## config.mk

```make
export PLATFORM = sky130hd
export DESIGN_NAME = ordet_top
export DESIGN_NICKNAME = d
export VERILOG_FILES = /design/src/inc/ordet_pkg.sv /design/src/inc/ordet_cand_if.sv /design/src/hw/ordet_classify.sv /design/src/hw/ordet_step_timer.sv /design/src/hw/ordet_top.sv
export VERILOG_INCLUDE_DIRS = /design/src /design/src/inc
export SDC_FILE = /design/constraint.sdc
export NUM_CORES = 1
export LEC_CHECK = 0
export CAP_MARGIN = 20
export CORE_MARGIN = 2
export CORE_UTILIZATION = 60
export DETAILED_ROUTE_END_ITERATION = 10
export DONT_BUFFER_PORTS = 1
export PLACE_DENSITY = 0.75
export SYNTH_ARGS = -nofsm -noshare
export SYNTH_HDL_FRONTEND = slang
export SYNTH_SLANG_ARGS = --single-unit
```

## constraint.sdc

```tcl
create_clock -name i_clock -period 12.9 [get_ports i_clock]
set_input_delay 0 -clock i_clock [delete_from_list [all_inputs] [get_ports i_clock]]
set_output_delay 0 -clock i_clock [all_outputs]
set_load 0.02 [all_outputs]
```

## src/inc/ordet_defs.svh

```systemverilog
// Offsets, field positions, reset values and timing counts of the orientation detector.
// Included by bare name; holds definitions only.
// ==========================================================================
`ifndef ORDET_DEFS_SVH
`define ORDET_DEFS_SVH
// Register indexes; byte address is four times the index
`define ORDET_IDX_STATUS 6'h10
`define ORDET_IDX_CONFIG 6'h11
`define ORDET_IDX_DEBOUNCE 6'h12
`define ORDET_IDX_FACE_TILT 6'h13
`define ORDET_RST_CONFIG 8'h80
`define ORDET_RST_DEBOUNCE 8'h00
`define ORDET_RST_FACE_TILT 8'h84
`define ORDET_BIT_CHANGED 7
`define ORDET_BIT_DECAY 7
`define ORDET_BIT_ENABLE 6
`define ORDET_FACE_MSB 7
`define ORDET_FACE_LSB 6
`define ORDET_ZLOCK_MSB 2
`define ORDET_LAPO_PU 2'h0
`define ORDET_LAPO_PD 2'h1
`define ORDET_LAPO_LR 2'h2
`define ORDET_LAPO_LL 2'h3
// Oversampling mode codes on i_osmode
`define ORDET_OS_NORMAL 2'h0
`define ORDET_OS_QUIET 2'h1
`define ORDET_OS_HIRES 2'h2
`define ORDET_OS_LOWPWR 2'h3
// Accel scale is 4096 counts per g; hold limit is 1.25 g
`define ORDET_HOLD_LIMIT 14'h1400
`define ORDET_STEP_NS 1250000
`define ORDET_CLK_NS 40
`endif

```

## src/inc/ordet_pkg.sv

```systemverilog
// Types shared by the orientation detector modules.
// Assumes nothing beyond a SystemVerilog compiler.
package ordet_pkg;
  typedef enum logic [1:0] {ORDET_IDLE, ORDET_FIRST, ORDET_TRACK} ordet_state_e;
  typedef struct packed {
    logic tilt;
    logic [1:0] lapo;
    logic face;
  } ordet_orient_s;
  typedef logic signed [13:0] ordet_accel_t;
endpackage : ordet_pkg

```

## src/inc/ordet_cand_if.sv

```systemverilog
// Carries one sample and thresholds to the classifier, and its candidate back.
// Assumes the classifier is purely combinational.
`timescale 1ns/1ps
interface ordet_cand_if;
  import ordet_pkg::*;
  ordet_accel_t x;
  ordet_accel_t y;
  ordet_accel_t z;
  logic [2:0] zlock;
  logic [1:0] face_thr;
  logic cur_face;
  ordet_orient_s cand;
  logic hold;
  modport src (output x, y, z, zlock, face_thr, cur_face, input cand, hold);
  modport cls (input x, y, z, zlock, face_thr, cur_face, output cand, hold);
endinterface : ordet_cand_if

```

## src/hw/ordet_classify.sv

```systemverilog
// Turns one accelerometer sample into a candidate orientation.
// Assumes 4096 counts per g and a caller that registers the result.
`timescale 1ns/1ps
`include "ordet_defs.svh"
module ordet_classify
  import ordet_pkg::*;
(
  ordet_cand_if.cls cif
);
  function automatic logic [13:0] mag(input ordet_accel_t v);
    return v[13] ? 14'(-v) : 14'(v);
  endfunction : mag

  // Lateral limit is g times sine of the lockout angle
  function automatic logic [13:0] zlock_lim(input logic [2:0] code);
    unique case (code)
      3'h0: return 14'h0401;
      3'h1: return 14'h04FF;
      3'h2: return 14'h05FE;
      3'h3: return 14'h06FD;
      3'h4: return 14'h0800;
      3'h5: return 14'h08FE;
      3'h6: return 14'h0A00;
      3'h7: return 14'h0AFE;
    endcase
  endfunction : zlock_lim

  // Z limit is g times cosine of 80, 75, 70 or 65 degrees
  function automatic logic [13:0] face_lim(input logic [1:0] code);
    unique case (code)
      2'h0: return 14'h02C7;
      2'h1: return 14'h0424;
      2'h2: return 14'h0579;
      2'h3: return 14'h06C3;
    endcase
  endfunction : face_lim

  logic [13:0] ax;
  logic [13:0] ay;
  logic [13:0] az;
  logic signed [14:0] flim;

  always_comb
  begin
    ax = mag(cif.x);
    ay = mag(cif.y);
    az = mag(cif.z);
    flim = $signed({1'b0, face_lim(cif.face_thr)});
    cif.hold = (ax > `ORDET_HOLD_LIMIT) || (ay > `ORDET_HOLD_LIMIT)
      || (az > `ORDET_HOLD_LIMIT);
    if (ay >= ax)
      cif.cand.lapo = cif.y[13] ? `ORDET_LAPO_PU : `ORDET_LAPO_PD;
    else
      cif.cand.lapo = cif.x[13] ? `ORDET_LAPO_LL : `ORDET_LAPO_LR;
    // Lockout when the device lies too flat to tell its rotation
    cif.cand.tilt = (ax < zlock_lim(cif.zlock)) && (ay < zlock_lim(cif.zlock));
    // Between the two trip angles the face keeps its last value
    if ($signed({cif.z[13], cif.z}) > flim)
      cif.cand.face = 1'b0;
    else if ($signed({cif.z[13], cif.z}) < -flim)
      cif.cand.face = 1'b1;
    else
      cif.cand.face = cif.cur_face;
  end
endmodule : ordet_classify

```

## src/hw/ordet_step_timer.sv

```systemverilog
// Makes one debounce step pulse per effective sample period.
// Assumes i_restart pulses when the data rate or power state changes.
`timescale 1ns/1ps
`include "ordet_defs.svh"
module ordet_step_timer #(
  parameter int unsigned STEP_CYCLES = `ORDET_STEP_NS / `ORDET_CLK_NS
)(
  input wire logic i_clock,
  input wire logic i_rst_n,
  input wire logic i_restart,
  input wire logic i_hybrid,
  input wire logic [2:0] i_odr,
  input wire logic [1:0] i_osmode,
  output logic o_step
);
  localparam int CW = $clog2(STEP_CYCLES + 1);

  // Step length in 1.25 ms units; each mode saturates differently
  function automatic logic [8:0] step_units(input logic [2:0] odr, input logic [1:0] m);
    logic [8:0] u;
    // Rates below 50 Hz are not a power of two apart; the slowest is capped
    // at 128 units because every mode saturates at or below that
    if (odr == 3'h5)
      u = 9'h040;
    else if (odr > 3'h5)
      u = 9'h080;
    else
      u = 9'h001 << odr;
    unique case (m)
      `ORDET_OS_NORMAL: if (u > 9'h010) u = 9'h010;
      `ORDET_OS_QUIET: if (u > 9'h040) u = 9'h040;
      `ORDET_OS_HIRES: if (u > 9'h002) u = 9'h002;
      `ORDET_OS_LOWPWR: if (u > 9'h080) u = 9'h080;
    endcase
    return u;
  endfunction : step_units

  logic [CW-1:0] cyc;
  logic [CW-1:0] next_cyc;
  logic [9:0] units;
  logic [9:0] next_units;
  logic [9:0] limit;
  logic next_step;

  always_comb
  begin
    limit = {1'b0, step_units(i_odr, i_osmode)};
    if (i_hybrid)
      limit = {limit[8:0], 1'b0};
    next_cyc = cyc + CW'(1);
    next_units = units;
    next_step = 1'b0;
    if (i_restart)
    begin
      next_cyc = '0;
      next_units = '0;
    end
    else if (cyc == CW'(STEP_CYCLES - 1))
    begin
      next_cyc = '0;
      next_units = units + 10'h001;
      if (units + 10'h001 >= limit)
      begin
        next_units = '0;
        next_step = 1'b1;
      end
    end
  end

  always_ff @(posedge i_clock or negedge i_rst_n)
  begin
    if (!i_rst_n)
    begin
      cyc <= '0;
      units <= '0;
      o_step <= 1'b0;
    end
    else
    begin
      cyc <= next_cyc;
      units <= next_units;
      o_step <= next_step;
    end
  end
endmodule : ordet_step_timer

```

## src/hw/ordet_top.sv

```systemverilog
// Orientation detector with its register file on an Avalon-MM slave.
// Assumes samples, data rate and power state arrive synchronous to i_clock.
`timescale 1ns/1ps
`include "ordet_defs.svh"
module ordet_top
  import ordet_pkg::*;
#(
  parameter int unsigned STEP_CYCLES = `ORDET_STEP_NS / `ORDET_CLK_NS
)(
  input wire logic i_clock,
  input wire logic i_rst_n,
  input wire logic [7:0] i_avs_address,
  input wire logic i_avs_read,
  input wire logic i_avs_write,
  input wire logic [31:0] i_avs_writedata,
  input wire logic [3:0] i_avs_byteenable,
  output logic [31:0] o_avs_readdata,
  output logic o_avs_waitrequest,
  input wire logic i_active,
  input wire logic i_hybrid,
  input wire logic [2:0] i_odr,
  input wire logic [1:0] i_osmode,
  input wire logic i_sample_valid,
  input wire logic [13:0] i_accel_x,
  input wire logic [13:0] i_accel_y,
  input wire logic [13:0] i_accel_z,
  output logic o_orient_changed
);
  // ==========================================================================
  // Register bus
  logic [7:0] orientation_config;
  logic [7:0] orientation_debounce;
  logic [7:0] face_tilt_threshold;
  logic [7:0] next_config;
  logic [7:0] next_debounce;
  logic [7:0] next_face_tilt;
  logic [31:0] next_readdata;
  logic next_waitreq;
  logic [5:0] word;
  logic req;
  logic cap;
  logic done;
  logic stat_rd;
  logic [7:0] rd_mux;
  ordet_orient_s cur;
  logic flag;

  assign word = i_avs_address[7:2];
  assign req = i_avs_read | i_avs_write;
  // Reads are captured while waitrequest is high so the clear hits the value seen
  assign cap = req & o_avs_waitrequest;
  assign done = req & ~o_avs_waitrequest;
  assign stat_rd = cap & i_avs_read & (word == `ORDET_IDX_STATUS);

  always_comb
  begin
    unique case (word)
      `ORDET_IDX_STATUS: rd_mux = {flag, cur.tilt, 3'h0, cur.lapo, cur.face};
      `ORDET_IDX_CONFIG: rd_mux = {orientation_config[7:6], 6'h00};
      `ORDET_IDX_DEBOUNCE: rd_mux = orientation_debounce;
      `ORDET_IDX_FACE_TILT: rd_mux = {face_tilt_threshold[7:6], 3'h0,
        face_tilt_threshold[2:0]};
      default: rd_mux = 8'h00;
    endcase
  end

  always_comb
  begin
    next_waitreq = ~cap;
    next_readdata = o_avs_readdata;
    next_config = orientation_config;
    next_debounce = orientation_debounce;
    next_face_tilt = face_tilt_threshold;
    if (cap && i_avs_read)
      next_readdata = {24'h000000, rd_mux};
    if (done && i_avs_write && i_avs_byteenable[0])
    begin
      unique case (word)
        `ORDET_IDX_CONFIG: next_config = {i_avs_writedata[7:6], 6'h00};
        `ORDET_IDX_DEBOUNCE: next_debounce = i_avs_writedata[7:0];
        `ORDET_IDX_FACE_TILT: next_face_tilt = {i_avs_writedata[7:6], 3'h0,
          i_avs_writedata[2:0]};
        default: next_debounce = orientation_debounce;
      endcase
    end
  end

  always_ff @(posedge i_clock or negedge i_rst_n)
  begin
    if (!i_rst_n)
    begin
      o_avs_waitrequest <= 1'b1;
      o_avs_readdata <= 32'h00000000;
      orientation_config <= `ORDET_RST_CONFIG;
      orientation_debounce <= `ORDET_RST_DEBOUNCE;
      face_tilt_threshold <= `ORDET_RST_FACE_TILT;
    end
    else
    begin
      o_avs_waitrequest <= next_waitreq;
      o_avs_readdata <= next_readdata;
      orientation_config <= next_config;
      orientation_debounce <= next_debounce;
      face_tilt_threshold <= next_face_tilt;
    end
  end

  // ==========================================================================
  // Sample path and classifier
  ordet_cand_if cif();
  ordet_accel_t smp_x;
  ordet_accel_t smp_y;
  ordet_accel_t smp_z;
  logic step;
  logic restart;
  logic run;
  logic decay;
  logic [2:0] odr_q;
  logic active_q;

  assign cif.x = smp_x;
  assign cif.y = smp_y;
  assign cif.z = smp_z;
  assign cif.zlock = face_tilt_threshold[`ORDET_ZLOCK_MSB:0];
  assign cif.face_thr = face_tilt_threshold[`ORDET_FACE_MSB:`ORDET_FACE_LSB];
  assign cif.cur_face = cur.face;
  assign run = orientation_config[`ORDET_BIT_ENABLE] & i_active;
  assign decay = orientation_config[`ORDET_BIT_DECAY];
  assign restart = (i_odr != odr_q) | (i_active != active_q);

  ordet_classify u_classify (
    .cif(cif.cls)
  );

  ordet_step_timer #(
    .STEP_CYCLES(STEP_CYCLES)
  ) u_step (
    .i_clock(i_clock),
    .i_rst_n(i_rst_n),
    .i_restart(restart),
    .i_hybrid(i_hybrid),
    .i_odr(i_odr),
    .i_osmode(i_osmode),
    .o_step(step)
  );

  // ==========================================================================
  // Debounce and commit
  ordet_state_e state;
  ordet_state_e next_state;
  ordet_orient_s next_cur;
  ordet_orient_s prev;
  ordet_orient_s next_prev;
  logic [7:0] cnt;
  logic [7:0] next_cnt;
  logic [8:0] cnt_inc;
  logic next_flag;
  logic have;
  logic next_have;
  logic commit;
  ordet_accel_t next_x;
  ordet_accel_t next_y;
  ordet_accel_t next_z;

  assign cnt_inc = {1'b0, cnt} + 9'h001;

  always_comb
  begin
    next_state = state;
    next_cur = cur;
    next_prev = prev;
    next_cnt = cnt;
    next_flag = flag;
    next_have = have | i_sample_valid;
    next_x = smp_x;
    next_y = smp_y;
    next_z = smp_z;
    commit = 1'b0;
    if (i_sample_valid)
    begin
      next_x = i_accel_x;
      next_y = i_accel_y;
      next_z = i_accel_z;
    end
    if (stat_rd)
      next_flag = 1'b0;
    if (restart)
      next_cnt = 8'h00;
    unique case (state)
      ORDET_IDLE:
      begin
        next_have = i_sample_valid;
        if (run)
          next_state = ORDET_FIRST;
      end
      ORDET_FIRST:
        if (step && have && !cif.hold)
        begin
          next_cur = cif.cand;
          next_prev = cif.cand;
          next_flag = 1'b1;
          commit = 1'b1;
          next_state = ORDET_TRACK;
        end
      ORDET_TRACK:
        if (step && !cif.hold && !restart)
        begin
          next_prev = cif.cand;
          if (cif.cand != cur && cif.cand == prev)
          begin
            if (cnt_inc >= {1'b0, orientation_debounce})
            begin
              // Fields follow the sample even if the host has not read yet
              next_cur = cif.cand;
              next_cnt = 8'h00;
              next_flag = 1'b1;
              commit = 1'b1;
            end
            else
              next_cnt = cnt_inc[7:0];
          end
          else if (decay)
            next_cnt = 8'h00;
          else if (cnt != 8'h00)
            next_cnt = cnt - 8'h01;
        end
    endcase
    if (!run)
      next_state = ORDET_IDLE;
  end

  always_ff @(posedge i_clock or negedge i_rst_n)
  begin
    if (!i_rst_n)
    begin
      state <= ORDET_IDLE;
      cur <= '0;
      prev <= '0;
      cnt <= 8'h00;
      flag <= 1'b0;
      have <= 1'b0;
      smp_x <= '0;
      smp_y <= '0;
      smp_z <= '0;
      odr_q <= 3'h0;
      active_q <= 1'b0;
      o_orient_changed <= 1'b0;
    end
    else
    begin
      state <= next_state;
      cur <= next_cur;
      prev <= next_prev;
      cnt <= next_cnt;
      flag <= next_flag;
      have <= next_have;
      smp_x <= next_x;
      smp_y <= next_y;
      smp_z <= next_z;
      odr_q <= i_odr;
      active_q <= i_active;
      o_orient_changed <= next_flag;
    end
  end
endmodule : ordet_top

```

==> impl_metrics.tcl, run 1 <==
set metrics [dict create \
    setup_viol 0 \
    final_antenna_net_count 0 \
    synth-async-reset-ratio_pct 100 \
    hold_viol_final 0 \
    io_pins 132 \
    post_cts_resized 0 \
    synth_cell_types 81 \
    maxSlewViolCount 0 \
    postSynthCellCount 976 \
    drc 0 \
    rows 44 \
    layout.cells.non_filler 1233 \
    cp.depth 15 \
    leakagePower_nw 4.56 \
    synth_edf_count 0 \
    grt_max_degree 117 \
    r2r_end "cur[1]" \
    wl_um 20100 \
    power_density_nw_per_um2 112 \
    vias 7279 \
    path_class "flip-flop to flip-flop" \
    dr.pass1.iters 5 \
    avgRoutedWirePerCell_um 16.3 \
    endpoint "cur[1]" \
    fmax_mhz 186 \
    io_buffers 0 \
    slew_headroom_pct 38.6 \
    cts_tree "built" \
    fin_crit_ns 5.37 \
    gr-total-overflow 0 \
    vdd_drop_max_mv 0.111 \
    start_util_pct 61.6 \
    yosysSeqAreaShare_pct 32.4 \
    status "finished clean" \
    ys_top_cells_by_count "112 x dfrtp_1, 100 x ha_1, 92 x nand2_1" \
    crit_family "compound AO/OA/AOI/OAI gates" \
    clock_path_buffers 2 \
    path_cells "or4_4, o41ai_2, xor2_1, inv_1, ha_1, a211oi_1, o21ai_1, a2111oi_0, a21oi_1, xnor2_1, a311o_1, a2111o_1, nor3b_2, o21ai_2, mux2_1" \
    cp_slowest_cell "a2111o_1" \
    core_sq_um 14600 \
    rsz0062_at_grt "no" \
    num_antenna_cells 0 \
    area_growth_pct 15.6 \
    setup_tns_ns 0 \
    crit_buf_inv 1 \
    drive_gt1_share_pct 9.91 \
    tightest_slew_ns 0.914 \
    nNetsFinal 1234 \
    synth_top_area_share_pct 31.2 \
    crit_start "cif.y[2]" \
    dr.first_iter.drc_count 578 \
    dp_cells 1121 \
    fin_crit_sh_pct 41.6 \
    grt_antenna_before_repair 0 \
    cp-start-kind "flip-flop" \
    synth_seq_cells 116 \
    worstPathArrival_ns 5.67 \
    ys.flop_type "dfrtp_1" \
    skew_ns 0.00799 \
    yosysWarnings 0 \
    r2r_start "cif.y[2]" \
    syn-mean-instance-area_sq_um 9.20 \
    track_usage_pct 26.0 \
    fp.dieArea_sq_um 16000 \
    clk_latency_ns 0.42 \
    die_w_um 126 \
    yosys-top-cells-area "dfrtp_1 31%, ha_1 14%, mux2_2 5.4%, nand2_1 3.8%, xnor2_1 3.5%" \
    total_power_mw 1.16 \
    crit_required_ns 13.20 \
    htreeDepth 4 \
    dp_hpwl_um 13700 \
    syn_area_sq_um 8980 \
    clkSinkCount 116 \
    regToRegSetupSlack_ns 7.53 \
    die_y_um 126 \
    root_buffer "clkbuf_16" \
    grt_pass1_wl_um 34000 \
    maxCapViolCount 0 \
    hold_path.class "primary input to flip-flop" \
    path_clk_slew_ns 0.06 \
    worst-path-max-fanout 13 \
    cpPeakStageDelay_ns 0.68 \
    synth.largest_area_cell "dfrtp_1" \
    grt_pass1_vias 7109 \
    routabilityCongestion 0.921 \
    avgViaCountPerCell 5.90 \
    reg2reg_depth 15 \
    cts_buffers 17 \
    yosysMostFrequentCell "dfrtp_1" \
    worstSetupEndpointType "flip-flop" \
]
[timing repair]
action	in CTS	in global routing
setup buffers	0	0
endpoints found under the hold margin	190	0
hold buffers	80	0
endpoints found under the setup margin	0	0
[power breakdown]
group / internal, mW / switching, mW
Clock: 0.292 / 0.181
Combinational: 0.120 / 0.142
Sequential: 0.385 / 0.0400
[kinds of logic (layout without fill, tap and decap cells)]
| kind of cell | after synthesis | after routing | synth area share [%] |
|---|---|---|---|
| and+or+nand+nor | 311 | 311 | 18.3 |
| AOI/OAI and AO/OA | 198 | 198 | 15.1 |
| buffers and inverters | 128 | 177 | 6.64 |
| DFF | 116 | 116 | 32.4 |
| adders and majority gates | 100 | 100 | 13.9 |
| xor gates and xnor gates | 64 | 64 | 6.24 |
| muxes | 58 | 58 | 7.38 |
| other | 1 | 25 | 0.0417 |
[worst reg2reg max path, delay by kind of cell (launching register included)]
family                     cells  cell delay (ns)
AOI/OAI and AO/OA              8             2.60
xor gates and xnor gates       2             0.43
adders and majority gates      1             0.33
muxes                          1             0.33
DFF                            1             0.51
and+or+nand+nor                2             0.91
buffers and inverters          1             0.13
[worst min path at each step]
stage                     startpoint                end  slack [ns]  cells past startpoint
floorplan                    i_rst_n           active_q       -0.30                      0
detailed placement           i_rst_n      u_step.cyc[6]       -0.29                      0
global route        i_avs_address[3]  o_avs_readdata[7]        0.02                      3
CTS                 i_avs_address[3]  o_avs_readdata[7]       0.006                      3
global placement             i_rst_n      u_step.cyc[8]       -0.29                      0
finish              i_avs_address[3]  o_avs_readdata[7]        0.02                      3
[placed cells by master, fill, tap and decap left out, types with 28 or more instances in the layout]
master | Yosys | routed
xnor2_1 | 36 | 36
ha_1 | 100 | 100
a21oi_1 | 37 | 37
inv_1 | 64 | 64
mux2_2 | 43 | 43
o21ai_0 | 55 | 55
dfrtp_1 | 112 | 112
dlygate4sd3_1 | 0 | 78
nor2_1 | 61 | 61
nand2_1 | 92 | 92
xor2_1 | 28 | 28
[sequential cells by signal, indices dropped and copies added (netlist names), 5 cells and up]
name,cells
cnt,8
o_avs_readdata,8
u_step.cyc,15
u_step.units,10
cif.x,14
orientation_debounce,8
cif.z,14
cif.y,14
face_tilt_threshold,5
[area by class of cell]
type / count / area [sq um]
clock buffer: 19 / 443
clock inverter: 13 / 150
fill: 1070 / 4210
inverter: 64 / 240
multi-input combinational: 756 / 5570
sequential: 116 / 2910
tap: 184 / 230
timing repair buffer: 81 / 843
[through the flow]
stage          setup WS (ns)  instance area (sq um)  hold WS [ns]  utilization (%)
4_1_cts                 7.62                  10400       0.00576             71.2
3_3_place_gp            7.70                   8950        -0.292             61.4
6_report                7.53                  10400        0.0184             71.2
3_5_place_dp            7.63                   8950        -0.293             61.4
5_1_grt                 7.05                  10400        0.0225             71.2
2_1_floorplan           8.33                   9070        -0.296                -
[metal layers]
layer  routed length, um  track usage (%)
met3                 785             5.06
met4                 483             10.3
met2               10000             44.1
met5                   0                0
met1                8790             32.7
No activity file was read; power rests on OpenSTA's default activity.
==> run 2: changes to the inputs <==
==> constraint.sdc (replaced) <==
create_clock -name i_clock -period 5.6 [get_ports i_clock]
set_input_delay 0 -clock i_clock [delete_from_list [all_inputs] [get_ports i_clock]]
set_output_delay 0 -clock i_clock [all_outputs]
set_load 0.02 [all_outputs]
==> impl_metrics.tcl, run 2 (synthesis results as in run 1) <==
set metrics [dict create \
    slew_headroom_pct 35.5 \
    holdCritStartpoint "i_avs_address[3]" \
    fmax_mhz 195 \
    hold_viol_final 0 \
    dr.pass1.iters 5 \
    gr-total-overflow 0 \
    dp_hpwl_um 13700 \
    layout.cells.non_filler 1228 \
    tightest_slew_ns 0.961 \
    track_usage_pct 26.1 \
    drive_gt1_share_pct 10.2 \
    final_antenna_net_count 0 \
    post_cts_resized 0 \
    path_clk_slew_ns 0.06 \
    reg2reg_depth 15 \
    cpPeakStageDelay_ns 0.60 \
    layout_common_cells "112 x dfrtp_1, 100 x ha_1, 92 x nand2_1, 72 x dlygate4sd3_1, 64 x inv_1" \
    crit_required_ns 5.91 \
    setup_tns_ns 0 \
    io_pins 132 \
    endpoint "cur[1]" \
    avgViaCountPerCell 5.94 \
    design_area_sq_um 10300 \
    regToRegSetupSlack_ns 0.46 \
    htreeDepth 4 \
    grt_antenna_before_repair 0 \
    vdd_drop_max_mv 0.225 \
    path_cells "nor4_2, nand2_1, o41ai_1, xnor2_1, ha_1, a211oi_1, o21ai_1, a2111oi_0, a21oi_1, xnor2_1, a311o_1, a2111o_1, nor3b_2, o21ai_2, mux2_1" \
    final_common_cell "dfrtp_1" \
    post-place-ws_ns 0.558 \
    placed_cell_area_sq_um 8960 \
    crit_start "cif.y[2]" \
    vias 7289 \
    cts_buffers 17 \
    io_buffers 0 \
    crit_family "compound AO/OA/AOI/OAI gates" \
    die_w_um 126 \
    dr.first_iter.drc_count 524 \
    fp.dieArea_sq_um 16000 \
    crit_buf_inv 0 \
    crit_top_cell "xnor2_1" \
    grt_pass1_vias 7117 \
    setup_viol 0 \
    worst-path-max-fanout 11 \
    setup_ws_ns 0.465 \
    worstSetupEndpointType "flip-flop" \
    cp_slowest_cell "a2111o_1" \
    cp.depth 15 \
    utilization_pct 70.7 \
    area_growth_pct 14.9 \
    fin_crit_ns 5.14 \
    hold_path.class "primary input to flip-flop" \
    maxSlewViolCount 0 \
    hold_depth 2 \
    largest_reg_flops 15 \
    power_density_nw_per_um2 258 \
    top_register "u_step.cyc" \
    clk_latency_ns 0.43 \
    die_y_um 126 \
    grt_pass1_wl_um 34100 \
    cp-start-kind "flip-flop" \
    r2r_end "cur[1]" \
    r2r_start "cif.y[2]" \
    routabilityCongestion 0.912 \
    dp_cells 1122 \
    status "finished clean" \
    path_class "flip-flop to flip-flop" \
    rows 44 \
    drc 0 \
    num_antenna_cells 0 \
    leakagePower_nw 4.54 \
    cts_tree "built" \
    grt_max_degree 117 \
    maxCapViolCount 0 \
    avgRoutedWirePerCell_um 16.4 \
    worstPathArrival_ns 5.44 \
    fin_crit_sh_pct 91.7 \
    nNetsFinal 1229 \
    clkSinkCount 116 \
    root_buffer "clkbuf_16" \
    wl_um 20100 \
    skew_ns 0.00862 \
    core_sq_um 14600 \
    clock_path_buffers 2 \
    start_util_pct 61.6 \
    rsz0062_at_grt "no" \
]
[run 2: cell count changes in the layout (fill, tap and decap cells not counted), moves of 3 or more]
cell           delta
dlygate4sd3_1     -6
inv_6             +5
clkinv_4          -4
inv_8             +3
[run 2: cell type report]
cell class	count	area [sq um]
clock inverter	15	158
fill	1099	4270
timing repair buffer	76	791
clock buffer	17	425
multi-input combinational	756	5570
inverter	64	240
tap	184	230
sequential	116	2910
[run 2: per-layer routing]
layer  vias up  GRT usage [%]  part of all wire (%)
met4         0           8.34                   2.0
met3        41           5.82                   4.2
met1      3469           33.1                    44
met5         -              0                     0
met2       202           44.4                    50
li1       3577              -                     -
[run 2: report_power, final]
| part | leakage, nW | internal (mW) | switching, mW | total [mW] |
|---|---|---|---|---|
| combinational | 2.79 | 0.276 | 0.323 | 0.599 |
| clock | 0.282 | 0.630 | 0.456 | 1.09 |
| sequential | 1.46 | 0.887 | 0.0927 | 0.980 |
| total | 4.54 | 1.79 | 0.871 | 2.66 |
[run 2: worst min-delay path by stage]
| stage | slack, ns | to |
|---|---|---|
| floorplan | -0.30 | active_q |
| global placement | -0.29 | u_step.cyc[8] |
| detailed placement | -0.29 | u_step.cyc[8] |
| CTS | 0.02 | face_tilt_threshold[6] |
| global route | 0.05 | face_tilt_threshold[6] |
| finish | 0.04 | face_tilt_threshold[6] |
[run 2: stage by stage]
stage | hold WS [ns] | total power [mW]
2_1_floorplan | -0.296 | 1.42
3_3_place_gp | -0.292 | 1.49
3_5_place_dp | -0.292 | 1.51
4_1_cts | 0.0189 | 2.67
5_1_grt | 0.0506 | 2.81
6_report | 0.0389 | 2.66
[run 2: repair_timing]
item | CTS | global route
buffers inserted | 0 | 0
hold buffers | 74 | 0
hold endpoints to repair | 190 | 0
==> run 3: changes to the inputs <==
--- a/config.mk
+++ b/config.mk
@@ -6,6 +6,7 @@
 export SDC_FILE = /design/constraint.sdc
 export NUM_CORES = 1
 export LEC_CHECK = 0
+export ABC_AREA = 1
 export CAP_MARGIN = 20
 export CORE_MARGIN = 2
 export CORE_UTILIZATION = 60
@@ -14,4 +15,5 @@
 export PLACE_DENSITY = 0.75
 export SYNTH_ARGS = -nofsm -noshare
 export SYNTH_HDL_FRONTEND = slang
+export SYNTH_HIERARCHICAL = 1
 export SYNTH_SLANG_ARGS = --single-unit
==> impl_metrics.tcl, run 3 <==
set metrics [dict create \
    status "finished clean" \
    slew_headroom_pct 56.6 \
    rsz0062_at_grt "no" \
    area_growth_pct 15.0 \
    crit_top_cell "nand2_1" \
    track_usage_pct 26.9 \
    hold_path.class "primary input to flip-flop" \
    final_common_cell "nand2_1" \
    fp.dieArea_sq_um 16500 \
    wl_met2_um 10100 \
    synth_cell_types 54 \
    skew_ns 0.0113 \
    core_sq_um 15100 \
    wl_met3_um 1130 \
    hold_viol_final 0 \
    top_register "u_step/cyc" \
    cts_tree "built" \
    maxSlewViolCount 0 \
    maxCapViolCount 0 \
    cpPeakStageDelay_ns 0.42 \
    clk_latency_ns 0.42 \
    path_clk_slew_ns 0.06 \
    reg2reg_depth 23 \
    fin_crit_ns 4.10 \
    worstPathArrival_ns 4.44 \
    clock_path_buffers 2 \
    wl_met1_um 9660 \
    dr.first_iter.drc_count 572 \
    avgRoutedWirePerCell_um 14.3 \
    fmax_mhz 244 \
    hold_depth 2 \
    p_int_mw 1.92 \
    rows 45 \
    cp-start-kind "flip-flop" \
    utilization_pct 70.4 \
    postSynthCellCount 1211 \
    clkSinkCount 116 \
    crit_family "simple AND/OR/NAND/NOR gates" \
    gr-total-overflow 0 \
    setup_viol 0 \
    crit_buf_inv 2 \
    yosys-top-cells-area "dfrtp_1 30%, ha_1 12%, nand2_1 11%, inv_1 6.2%, mux2_2 5.1%" \
    fillers 1201 \
    yosysWarnings 6 \
    power_frac_clock_pct 40.7 \
    path_cells "inv_1, ha_1, nand2_1, o21ai_0, o21ai_0, xor2_1, inv_1, ha_1, nand2_1, a21oi_1, nand3_1, nand2_1, nand2_1, nand2_2, nand2_1, nand2_1, xnor2_1, nand2_1, nor2_1, o21ai_2, nor2_1, nand2_1, a21oi_1" \
    htreeDepth 4 \
    power_frac_comb_pct 25.4 \
    worstSetupEndpointType "flip-flop" \
    grt_pass1_wl_um 35800 \
    die_y_um 128 \
    path_class "flip-flop to flip-flop" \
    power_density_nw_per_um2 268 \
    synth-async-reset-ratio_pct 100 \
    nNetsFinal 1469 \
    dp_hpwl_um 14800 \
    switching_share_pct 32.8 \
    wl_um 21300 \
    num_antenna_cells 0 \
    yosysSeqAreaShare_pct 31.4 \
    drc 0 \
    tightest_slew_ns 0.646 \
    ys.flop_type "dfrtp_1" \
    dr.pass1.iters 7 \
    regToRegSetupSlack_ns 1.50 \
    cts_buffers 17 \
    power_frac_seq_pct 33.9 \
    layout_common_cells "277 x nand2_1, 153 x inv_1, 112 x dfrtp_1, 104 x nor2_1, 89 x ha_1" \
    synth_seq_cells 116 \
    avgViaCountPerCell 5.41 \
    highest_layer "met4" \
    syn-mean-instance-area_sq_um 7.65 \
    multi_input_area_sq_um 5530 \
    total_power_mw 2.86 \
    ys_top_cells_by_count "277 x nand2_1, 153 x inv_1, 112 x dfrtp_1" \
    grt_antenna_before_repair 0 \
    grt_max_degree 117 \
    worst-path-max-fanout 6 \
    regArea_sq_um 2910 \
    syn_area_sq_um 9270 \
    synth_edf_count 0 \
    synth_top_area_share_pct 30.2 \
    largest_reg_flops 15 \
    root_buffer "clkbuf_16" \
    final_antenna_net_count 0 \
    vdd_drop_max_mv 0.255 \
    cp.depth 23 \
    fin_crit_sh_pct 73.2 \
    start_util_pct 61.2 \
    routabilityCongestion 0.889 \
    leakagePower_nw 5.23 \
    p_switching_mw 0.936 \
    setup_tns_ns 0 \
    io_buffers 0 \
    post_cts_resized 0 \
    yosysMostFrequentCell "nand2_1" \
    grt_pass1_vias 7548 \
    cp_slowest_cell "dfrtp_1" \
    synth.largest_area_cell "dfrtp_1" \
    vias 8027 \
    io_pins 132 \
    die_w_um 128 \
    crit_required_ns 5.94 \
    drive_gt1_share_pct 13.3 \
]
-- run 3: changes by cell type in the layout (fill, tap and decap cells not counted), sizes merged, moves of 9 or more --
| cell | change |
|---|---|
| nand3 | +48 |
| inv | +102 |
| xnor2 | -22 |
| nand4 | +15 |
| mux2i | -10 |
| nor2 | +55 |
| a21oi | +24 |
| nand2 | +211 |
| a22o | -9 |
| or3 | -10 |
| ha | -11 |
| nor3 | -10 |
| nand2b | -17 |
-- run 3: power groups by stage --
stage	clock (mW)	sequential (mW)	combinational (mW)
after floorplan	0	0.954	0.551
after CTS	1.18	0.966	0.714
final	1.16	0.968	0.726
after global placement	0	0.979	0.623
after detailed placement	0	0.980	0.641
after global routing	1.22	0.977	0.820
-- run 3: cell families (layout without fill, tap and decap cells) --
kind of cell             Yosys count  after routing  synth area share, %
buffers and inverters            212            273                 9.89
AND/OR/NAND/NOR                  555            555                 27.8
adder cells (fa/ha/maj)           89             89                 12.0
AO/OA/AOI/OAI                    152            152                 9.23
multiplexers                      42             42                 5.10
XOR/XNOR                          43             43                 4.55
other                              2             25               0.0810
flip-flops                       116            116                 31.4
-- run 3: worst reg2reg max path, cell delays in order, from the launching register on --
cell and delay (ns):
dfrtp_1 0.42, inv_1 0.14, ha_1 0.21, nand2_1 0.12, o21ai_0 0.32, o21ai_0 0.19, xor2_1 0.34, inv_1 0.14
ha_1 0.29, nand2_1 0.05, a21oi_1 0.11, nand3_1 0.08, nand2_1 0.11, nand2_1 0.10, nand2_2 0.08, nand2_1 0.05
nand2_1 0.18, xnor2_1 0.15, nand2_1 0.09, nor2_1 0.12, o21ai_2 0.12, nor2_1 0.39, nand2_1 0.10, a21oi_1 0.14
-- run 3: stage by stage --
stage | setup slack, ns | instances | hold WS (ns) | area (sq um)
2_1_floorplan | 2.39 | 1234 | -0.296 | 9360
3_3_place_gp | 1.65 | 1384 | -0.294 | 9330
3_5_place_dp | 1.64 | 1384 | -0.294 | 9330
4_1_cts | 1.61 | 1483 | 0.0136 | 10700
5_1_grt | 1.12 | 1483 | 0.0265 | 10700
6_report | 1.50 | 1483 | 0.0233 | 10700
-- run 3: cell type report --
class / instances / area share (%)
repair buffers: 67 / 6.55
clock inverters: 15 / 1.90
inverters: 174 / 6.15
well taps: 188 / 2.21
clock buffers: 17 / 3.99
multi-input cells: 906 / 51.9
flip-flops and latches: 116 / 27.3
-- run 3: repair_timing --
action	4_1_cts	5_1_grt
buffers inserted	0	0
hold buffers	67	0
endpoints found under the setup margin	0	0
endpoints found under the hold margin	190	0
-- run 3: final timing paths --
path                                 from             end
setup / recovery                 cif.x[0]          cnt[2]
hold / removal             i_sample_valid        cif.x[2]
setup reg to reg                 cif.x[0]          cnt[2]
hold reg to reg            u_step/cyc[14]  u_step/cyc[14]
max in group asynchronous         i_rst_n          cnt[3]
min in group asynchronous         i_rst_n       cif.z[10]
-- run 3: metal layers --
metal,global-route usage [%],vias up
li1,-,4051
met1,35.4,3729
met2,44.7,220
met3,5.68,27
met4,8.66,0
met5,0,-
